--- config.mk ---
export PLATFORM = sky130hd
export DESIGN_NAME = meter_pin_if_top
export DESIGN_NICKNAME = d
export VERILOG_FILES = /design/src/rtl/meter_pkg.sv /design/src/rtl/energy_pulse_gen.sv /design/src/rtl/meter_pin_if_top.sv /design/src/rtl/pin_sync.sv
export SDC_FILE = /design/constraint.sdc
export NUM_CORES = 1
export LEC_CHECK = 0
export BUFFER_PORTS_ARGS = -buffer_cell sky130_fd_sc_hd__buf_2
export CAP_MARGIN = 15
export CORE_MARGIN = 8
export CORE_UTILIZATION = 40
export DETAILED_ROUTE_END_ITERATION = 10
export SYNTH_ARGS = -nofsm -noshare
export SYNTH_HDL_FRONTEND = slang
export SYNTH_SLANG_ARGS = --single-unit
--- constraint.sdc ---
create_clock -name CLK_SYS -period 11 [get_ports CLK_SYS]
set_input_delay 2.2 -clock CLK_SYS [delete_from_list [all_inputs] [get_ports CLK_SYS]]
set_output_delay 2.2 -clock CLK_SYS [all_outputs]
set_load 0.1 [all_outputs]
--- src/rtl/meter_pkg.sv ---
/*
 * Shared constants and carrier types for the meter host pin interface.
 * Assumes a single 10 MHz system clock and a synchronous, active-high reset.
 */
package meter_pkg;
	localparam int CLK_PERIOD_NS   = 100;
	localparam int SYNC_STAGES     = 3;
	localparam int WORD_W_DEF      = 8;
	localparam int N_EVENTS_DEF    = 8;
	localparam int N_ENERGY        = 3;
	localparam int ACC_W_DEF       = 24;
	localparam int STEP_W_DEF      = 16;
	// status bit position of the low-supply event
	localparam int STAT_LSD_BIT    = 0;
	// energy pulse low time
	localparam int PULSE_WIDTH_NS  = 1000;
	localparam int PULSE_CYCLES    = (PULSE_WIDTH_NS + CLK_PERIOD_NS - 1) / CLK_PERIOD_NS;
	localparam logic RST_INT_N     = 1'b1;
	localparam logic RST_PULSE_N   = 1'b1;
	localparam logic RST_CS_N      = 1'b1;
	localparam logic RST_LSD       = 1'b0;
	localparam logic RST_BOOT      = 1'b0;

	typedef struct packed {
		logic cs_n;
		logic sclk;
		logic din;
	} serial_pins_s;

	typedef struct packed {
		logic boot_mode;
		logic supply_below_low;
		logic supply_above_high;
	} misc_pins_s;
endpackage

--- src/rtl/energy_pulse_gen.sv ---
/*
 * Energy-to-pulse converter: accumulates a per-cycle energy step and emits
 * an active-low pulse on each accumulator overflow past the threshold that comes while no pulse is in progress.
 * Assumes the step is a same-clock level from the metering engine.
 */
`timescale 1ns/100ps
module energy_pulse_gen
	import meter_pkg::*;
#(
	parameter int ACC_W  = ACC_W_DEF,
	parameter int STEP_W = STEP_W_DEF
) (
	input  wire logic              clk,
	input  wire logic              rst,
	input  wire logic [STEP_W-1:0] energy_step,
	input  wire logic [ACC_W-1:0]  threshold,
	output logic                   pulse_n
);
	localparam int CNT_W = $clog2(PULSE_CYCLES + 1);
	localparam logic [CNT_W-1:0] PULSE_LEN = CNT_W'(PULSE_CYCLES);

	logic [ACC_W:0]     acc_reg;
	logic [ACC_W:0]     acc_sum;
	logic [CNT_W-1:0]   width_cnt_reg;
	logic               fire;

	assign acc_sum = acc_reg + (ACC_W+1)'(energy_step);
	assign fire    = (threshold != '0) && (acc_sum >= {1'b0, threshold});

	always_ff @(posedge clk) begin
		if (rst) begin
			acc_reg <= '0;
		end else if (fire) begin
			acc_reg <= acc_sum - {1'b0, threshold};
		end else begin
			acc_reg <= acc_sum;
		end
	end

	always_ff @(posedge clk) begin
		if (rst) begin
			width_cnt_reg <= '0;
			pulse_n       <= RST_PULSE_N;
		end else if (width_cnt_reg != '0) begin
			width_cnt_reg <= width_cnt_reg - CNT_W'(1);
			pulse_n       <= (width_cnt_reg == CNT_W'(1));
		end else if (fire) begin
			width_cnt_reg <= PULSE_LEN;
			pulse_n       <= 1'b0;
		end else begin
			pulse_n       <= 1'b1;
		end
	end

	// low-time counter for the width checks, saturates at the pulse length
	logic [CNT_W-1:0]   low_run_reg;

	always_ff @(posedge clk) begin
		if (rst || pulse_n) begin
			low_run_reg <= '0;
		end else if (low_run_reg != PULSE_LEN) begin
			low_run_reg <= low_run_reg + CNT_W'(1);
		end
	end
endmodule // energy_pulse_gen

--- src/rtl/meter_pin_if_top.sv ---
/*
 * Host pin interface of a four-channel metering device: serial port,
 * interrupt, boot-mode strap, energy pulses, host clock and low-supply flag.
 * Assumes one 10 MHz clock; pins arrive asynchronously; event, mask and
 * energy inputs come from device logic on the same clock.
 */
// Behaviour
// - port active only while chip select low
// - data out high-impedance while chip select high
// - each serial clock shifts in and out
// - three wires plus chip select, SPI-compatible
// - boot-mode high enables auto-boot, default low
// - reset pin low resets all registers
// - interrupt low on enabled pending event
// - three active-low pulse outputs, rate proportional
// - supply monitor trip sets low-supply status flag
// - oscillator clock presented on host clock pin
// - flag sets below low, clears above high
// - host clock same frequency as master
`timescale 1ns/100ps
module meter_pin_if_top
	import meter_pkg::*;
#(
	parameter int WORD_W   = WORD_W_DEF,
	parameter int N_EVENTS = N_EVENTS_DEF,
	parameter int ACC_W    = ACC_W_DEF,
	parameter int STEP_W   = STEP_W_DEF
) (
	input  wire logic                            CLK_SYS,
	input  wire logic                            SYS_RST,
	input  wire logic                            RESET_N,
	input  wire meter_pkg::serial_pins_s         SERIAL_PINS,
	input  wire meter_pkg::misc_pins_s           MISC_PINS,
	input  wire logic [WORD_W-1:0]               TX_WORD,
	input  wire logic [N_EVENTS-1:0]             EVENT_SET,
	input  wire logic [N_EVENTS-1:0]             EVENT_CLEAR,
	input  wire logic [N_EVENTS-1:0]             EVENT_MASK,
	input  wire logic [meter_pkg::N_ENERGY*STEP_W-1:0] ENERGY_STEP,
	input  wire logic [ACC_W-1:0]                ENERGY_THRESHOLD,
	output logic                                 SERIAL_OUT,
	output logic                                 SERIAL_OUT_OE,
	output logic [WORD_W-1:0]                    RX_WORD,
	output logic                                 RX_VALID,
	output logic                                 TX_LOAD,
	output logic                                 INT_N,
	output logic [N_EVENTS-1:0]                  STATUS,
	output logic                                 LOW_SUPPLY_FLAG,
	output logic                                 AUTOBOOT_EN,
	output logic                                 ENERGY_PULSE_A_N,
	output logic                                 ENERGY_PULSE_B_N,
	output logic                                 ENERGY_PULSE_FAST_N,
	output logic                                 HOST_CLOCK_OUT
);
	import meter_pkg::*;

	localparam int BC_W = $clog2(WORD_W);
	localparam logic [BC_W-1:0] LAST_BIT = BC_W'(WORD_W - 1);

	logic               reset_pin_n;
	logic               rst;
	serial_pins_s       ser_s;
	misc_pins_s         misc_s;
	logic               sclk_prev_reg;
	logic               cs_prev_reg;
	logic               sclk_rise;
	logic               sclk_fall;
	logic               cs_fall;
	logic [BC_W-1:0]    bit_cnt_reg;
	logic [WORD_W-1:0]  rx_shift_reg;
	logic [WORD_W-1:0]  tx_shift_reg;
	logic [N_EVENTS-1:0] status_next;
	logic [N_EVENTS-1:0] ev_set;
	logic               clk_pos_reg;
	logic               clk_neg_reg;
	logic [N_ENERGY-1:0] pulse_n;

	pin_sync #(.W(1), .INIT(1'b1)) u_reset_sync (
		.clk       (CLK_SYS),
		.rst       (SYS_RST),
		.pin_in    (RESET_N),
		.level_out (reset_pin_n)
	);

	assign rst = SYS_RST | ~reset_pin_n;

	pin_sync #(.W(3), .INIT({RST_CS_N, 1'b0, 1'b0})) u_serial_sync (
		.clk       (CLK_SYS),
		.rst       (rst),
		.pin_in    (SERIAL_PINS),
		.level_out (ser_s)
	);

	pin_sync #(.W(3), .INIT(3'h0)) u_misc_sync (
		.clk       (CLK_SYS),
		.rst       (rst),
		.pin_in    (MISC_PINS),
		.level_out (misc_s)
	);

	assign sclk_rise = ~ser_s.cs_n & ser_s.sclk & ~sclk_prev_reg;
	assign sclk_fall = ~ser_s.cs_n & ~ser_s.sclk & sclk_prev_reg;
	assign cs_fall   = cs_prev_reg & ~ser_s.cs_n;

	always_ff @(posedge CLK_SYS) begin
		if (rst) begin
			sclk_prev_reg <= 1'b0;
			cs_prev_reg   <= RST_CS_N;
		end else begin
			sclk_prev_reg <= ser_s.sclk;
			cs_prev_reg   <= ser_s.cs_n;
		end
	end

	always_ff @(posedge CLK_SYS) begin
		if (rst || ser_s.cs_n) begin
			bit_cnt_reg  <= '0;
			rx_shift_reg <= '0;
			RX_VALID     <= 1'b0;
		end else if (sclk_rise) begin
			rx_shift_reg <= {rx_shift_reg[WORD_W-2:0], ser_s.din};
			bit_cnt_reg  <= (bit_cnt_reg == LAST_BIT) ? '0 : bit_cnt_reg + BC_W'(1);
			RX_VALID     <= (bit_cnt_reg == LAST_BIT);
		end else begin
			RX_VALID     <= 1'b0;
		end
	end

	always_ff @(posedge CLK_SYS) begin
		if (rst) begin
			RX_WORD <= '0;
		end else if (sclk_rise && bit_cnt_reg == LAST_BIT) begin
			RX_WORD <= {rx_shift_reg[WORD_W-2:0], ser_s.din};
		end
	end

	// transmit msb first, change on falling clock
	always_ff @(posedge CLK_SYS) begin
		if (rst) begin
			tx_shift_reg <= '0;
			SERIAL_OUT   <= 1'b0;
			TX_LOAD      <= 1'b0;
		end else if (cs_fall || (sclk_fall && bit_cnt_reg == '0)) begin
			tx_shift_reg <= TX_WORD;
			SERIAL_OUT   <= TX_WORD[WORD_W-1];
			TX_LOAD      <= 1'b1;
		end else if (sclk_fall) begin
			tx_shift_reg <= {tx_shift_reg[WORD_W-2:0], 1'b0};
			SERIAL_OUT   <= tx_shift_reg[WORD_W-2];
			TX_LOAD      <= 1'b0;
		end else begin
			TX_LOAD      <= 1'b0;
		end
	end

	// enable right after select, drop on release
	always_ff @(posedge CLK_SYS) begin
		if (rst || ser_s.cs_n) begin
			SERIAL_OUT_OE <= 1'b0;
		end else begin
			SERIAL_OUT_OE <= 1'b1;
		end
	end

	always_ff @(posedge CLK_SYS) begin
		if (rst) begin
			AUTOBOOT_EN <= RST_BOOT;
		end else begin
			AUTOBOOT_EN <= misc_s.boot_mode;
		end
	end

	always_ff @(posedge CLK_SYS) begin
		if (rst) begin
			LOW_SUPPLY_FLAG <= RST_LSD;
		end else if (misc_s.supply_below_low) begin
			LOW_SUPPLY_FLAG <= 1'b1;
		end else if (misc_s.supply_above_high) begin
			LOW_SUPPLY_FLAG <= 1'b0;
		end
	end

	// low-supply trip is a status event
	always_comb begin
		ev_set = EVENT_SET;
		ev_set[STAT_LSD_BIT] = EVENT_SET[STAT_LSD_BIT] | misc_s.supply_below_low;
	end

	// set wins over clear
	assign status_next = (STATUS & ~EVENT_CLEAR) | ev_set;

	always_ff @(posedge CLK_SYS) begin
		if (rst) begin
			STATUS <= '0;
		end else begin
			STATUS <= status_next;
		end
	end

	always_ff @(posedge CLK_SYS) begin
		if (rst) begin
			INT_N <= RST_INT_N;
		end else begin
			INT_N <= ~|(STATUS & EVENT_MASK);
		end
	end

	genvar g;
	generate
		for (g = 0; g < N_ENERGY; g++) begin : g_energy
			energy_pulse_gen #(.ACC_W(ACC_W), .STEP_W(STEP_W)) u_pulse (
				.clk         (CLK_SYS),
				.rst         (rst),
				.energy_step (ENERGY_STEP[g*STEP_W +: STEP_W]),
				.threshold   (ENERGY_THRESHOLD),
				.pulse_n     (pulse_n[g])
			);
		end
	endgenerate

	assign ENERGY_PULSE_A_N    = pulse_n[0];
	assign ENERGY_PULSE_B_N    = pulse_n[1];
	assign ENERGY_PULSE_FAST_N = pulse_n[2];

	always_ff @(posedge CLK_SYS) begin
		if (rst) begin
			clk_pos_reg <= 1'b0;
		end else begin
			clk_pos_reg <= ~clk_pos_reg;
		end
	end

	always_ff @(negedge CLK_SYS) begin
		if (rst) begin
			clk_neg_reg <= 1'b0;
		end else begin
			clk_neg_reg <= clk_pos_reg;
		end
	end

	assign HOST_CLOCK_OUT = clk_pos_reg ^ clk_neg_reg;
endmodule // meter_pin_if_top

--- src/rtl/pin_sync.sv ---
/*
 * Three-stage pin synchroniser with agreement filter.
 * Assumes asynchronous pin levels; output changes when stages two and three agree.
 */
`timescale 1ns/100ps
module pin_sync #(
	parameter int         W    = 1,
	parameter logic [W-1:0] INIT = '0
) (
	input  wire logic         clk,
	input  wire logic         rst,
	input  wire logic [W-1:0] pin_in,
	output logic      [W-1:0] level_out
);
	logic [W-1:0] s1_reg;
	logic [W-1:0] s2_reg;
	logic [W-1:0] s3_reg;

	always_ff @(posedge clk) begin
		if (rst) begin
			s1_reg <= INIT;
			s2_reg <= INIT;
			s3_reg <= INIT;
		end else begin
			s1_reg <= pin_in;
			s2_reg <= s1_reg;
			s3_reg <= s2_reg;
		end
	end

	genvar i;
	generate
		for (i = 0; i < W; i++) begin : g_bit
			always_ff @(posedge clk) begin
				if (rst) begin
					level_out[i] <= INIT[i];
				end else if (s2_reg[i] == s3_reg[i]) begin
					level_out[i] <= s3_reg[i];
				end
			end
		end
	endgenerate
endmodule // pin_sync

==> out/metrics.csv <==
stage;metric;value;unit
status;outcome;finished, final reports clean;
yosys;synth-seq-area-share;26.5;%
worst_setup_path;crit_path_cell_trace;xor2_1 -> buf_2;
yosys;main_flop_type_after_synthesis;dfxtp_1;
power_and_ir_drop;total_power_of_the_final_layout;4.39;mW
cells_and_area;post_route_cells_drive_above_1_share;12.6;%
floorplanning;die_area;36500;um2
timing;finalHoldWorstSlack;410;ps
worst_setup_path;critPathBufInv;1;
floorplanning;core_area;30300;um2
clock_tree;tritoncts_num_sinks;162;
cells_and_area;largest_register_ffs;75;
routing;vias_per_cell;5.42;
yosys;synth_nets;1766;
floorplanning;floorplan.die.width;191;um
floorplanning;initial_utilization;40.4;%
grt;grt_pass1_wl;51600;um
worst_setup_path;crit_path_start_kind;register;
cells_and_area;syn_to_final_growth;13.2;%
grt;grt_pass1_vias;10472;
floorplanning;row_count;64;
clock_tree;cts_hold_repair.buffers;0;
routing;drt_iter0_markers;678;
power_and_ir_drop;ir_worst_vdd;0.121;mV
routing;drtPass1Iterations;5;
routing;post_drt_wl_per_cell;15.8;um
clock_tree;h-tree-depth;4;
yosys;synth_edf_count;0;
placed_design;placedCellCount;2009;
timing;setup_viol;0;
worst_setup_path;worst-setup-path-type;reg -> out;
routing;wl;32300;um
worst_setup_path;critical_path_arrival;6860;ps
power_and_ir_drop;power-per-cell-area;317;nW/um2
yosys;post_synth_instance_area;12300;um2
placed_design;port_buffers;139;
worst_setup_path;required;8800;ps
clock_tree;cts_resized;0;
timing;timing.final.hold_violations;0;
yosys;yosys_warnings;0;
routing;remaining_drc_errors;0;
clock_tree;clockRootBuffer;clkbuf_16;
power_and_ir_drop;power.static_leakage;6.27;nW
clock_tree;clkTransAtPathRegs;70;ps
yosys;post_synth_num_cell_types;76;
worst_setup_path;crit_path_max_incr_delay;450;ps
placed_design;gpl.final_weighted_congestion;0.909;
timing;setup_total_negative_slack;0;ps
timing;slew_headroom;25.4;%
clock_tree;cts_setup_buffers;0;
cells_and_area;diodes;0;
placed_design;detailedPlacementHpwl;25400;um
clock_tree;cts_tree;built;
timing;drv_slew;0;
hold_path;timing.hold.worst.class;reg -> reg;
run;max_cap_violations;0;
timing;tightestPinTransition;1120;ps
yosys;async_flop_share;0;%
cells_and_area;count_of_filler_cells_inserted_in_the_layout;3044;
clock_tree;cts_inserted_buffers;17;
yosys;post_synth_inst_count;1516;
yosys;synth.ff_latch_count;162;
cells_and_area;final_net_count;1882;
timing;finalClockSkew;26.7;ps
worst_setup_path;cp_slowest_cell;buf_2;
yosys;postSynthAreaPerCell;8.08;um2
floorplanning;top_level_ports;140;
cells_and_area;mostFrequentLayoutCells;162 x dfxtp_1, 149 x a21oi_1, 139 x buf_2;
clock_tree;clock_insertion_delay_at_the_later_pin_of_the_skew_report;450;ps
worst_setup_path;setup.worst_path.end_class;output port;
routing;vias;11065;
routing;antenna_violating_nets_post_route;0;
grt;grt-ovfl-total;0;
cells_and_area;mostFrequentLayoutCell;dfxtp_1;
grt;pin_count_of_the_biggest_net_entering_global_routing;62;
timing;rsz_0062_raised_after_global_routing;no;
worst_setup_path;crit_path_max_fanout;1;
cells_and_area;final_util;45.7;%
cells_and_area;final-instance-count-excl-fill;2041;
grt;number_of_antenna_violations_at_the_first_check_in_global_routing;1;
worst_setup_path;worst_path_dominant_cell_family;buffers and inverters;
floorplanning;die-height;191;um
clock_tree;cts-root-to-sink-buffers;2;
grt;track_usage;17.3;%
-- layer usage --
| layer | vias up | track usage, % | wire, um |
|---|---|---|---|
| met1 | 5128 | 23.4 | 15700 |
| li1 | 5722 | - | - |
| met5 | - | 0 | 11 |
| met2 | 184 | 27.6 | 14600 |
| met3 | 29 | 3.05 | 1340 |
| met4 | 2 | 5.34 | 609 |
-- path summary, 6_finish.rpt --
kind,from,to,slack [ps],cells after the start
max,clk_neg_reg$_SDFF_NP0_,HOST_CLOCK_OUT,1940,2
min,u_reset_sync.s1_reg$_SDFF_PP1_,u_reset_sync.s2_reg$_SDFF_PP1_,410,1
max reg2reg,u_reset_sync.level_out$_SDFFE_PP1N_,clk_neg_reg$_SDFF_NP0_,4600,2
min reg2reg,u_reset_sync.s1_reg$_SDFF_PP1_,u_reset_sync.s2_reg$_SDFF_PP1_,410,1
-- final cells by class --
| type | instances | area, um2 | area share (%) |
|---|---|---|---|
| well taps | 396 | 495 | 3.57 |
| clock inverters | 16 | 163 | 1.17 |
| multi-input cells | 1222 | 8500 | 61.3 |
| inverters | 86 | 323 | 2.33 |
| clock buffers | 17 | 425 | 3.07 |
| flip-flops and latches | 162 | 3240 | 23.4 |
| repair buffers | 142 | 718 | 5.18 |
-- metrics by stage --
step / cell area [um2] / setup WS [ps]
5_1_grt: 13900 / 1870
2_1_floorplan: 12300 / 1570
6_report: 13900 / 1940
4_1_cts: 13900 / 1900
3_3_place_gp: 13300 / 2400
3_5_place_dp: 13300 / 2390
-- worst reg2reg max path, delay by kind of cell, from the launching register on --
family	cells	cell delay, ps
simple gates	2	440
flops	1	430
-- synthesized netlist by cell type (23+ instances only) --
master | instances | area [um2]
dfxtp_1 | 162 | 3240
xnor2_1 | 76 | 666
and2_1 | 26 | 163
a21oi_1 | 149 | 746
nand2_1 | 123 | 462
nand3_1 | 45 | 225
nor3_1 | 32 | 160
o21ai_0 | 63 | 315
clkbuf_1 | 26 | 97.6
nor2_1 | 124 | 465
ha_1 | 131 | 1640
a211oi_1 | 23 | 173
inv_1 | 87 | 327
xor2_1 | 48 | 420
a21o_1 | 61 | 458
-- power by group --
| part | switching (mW) | internal, mW |
|---|---|---|
| Clock | 0.285 | 0.305 |
| Combinational | 1.72 | 1.27 |
| Sequential | 0.0748 | 0.731 |
| Total | 2.09 | 2.31 |
-- kinds of logic (layout without fill, tap and decap cells) --
kind of cell / Yosys count / in the layout / synth area share (%)
buf+inv: 132 / 261 / 4.43
mux: 22 / 22 / 1.81
xor+xnor: 124 / 124 / 8.86
simple gates: 471 / 471 / 18.7
compound gates: 468 / 468 / 25.4
fa+ha+maj: 137 / 137 / 14.4
flops: 162 / 162 / 26.5
(Power assumes the default switching activity.)
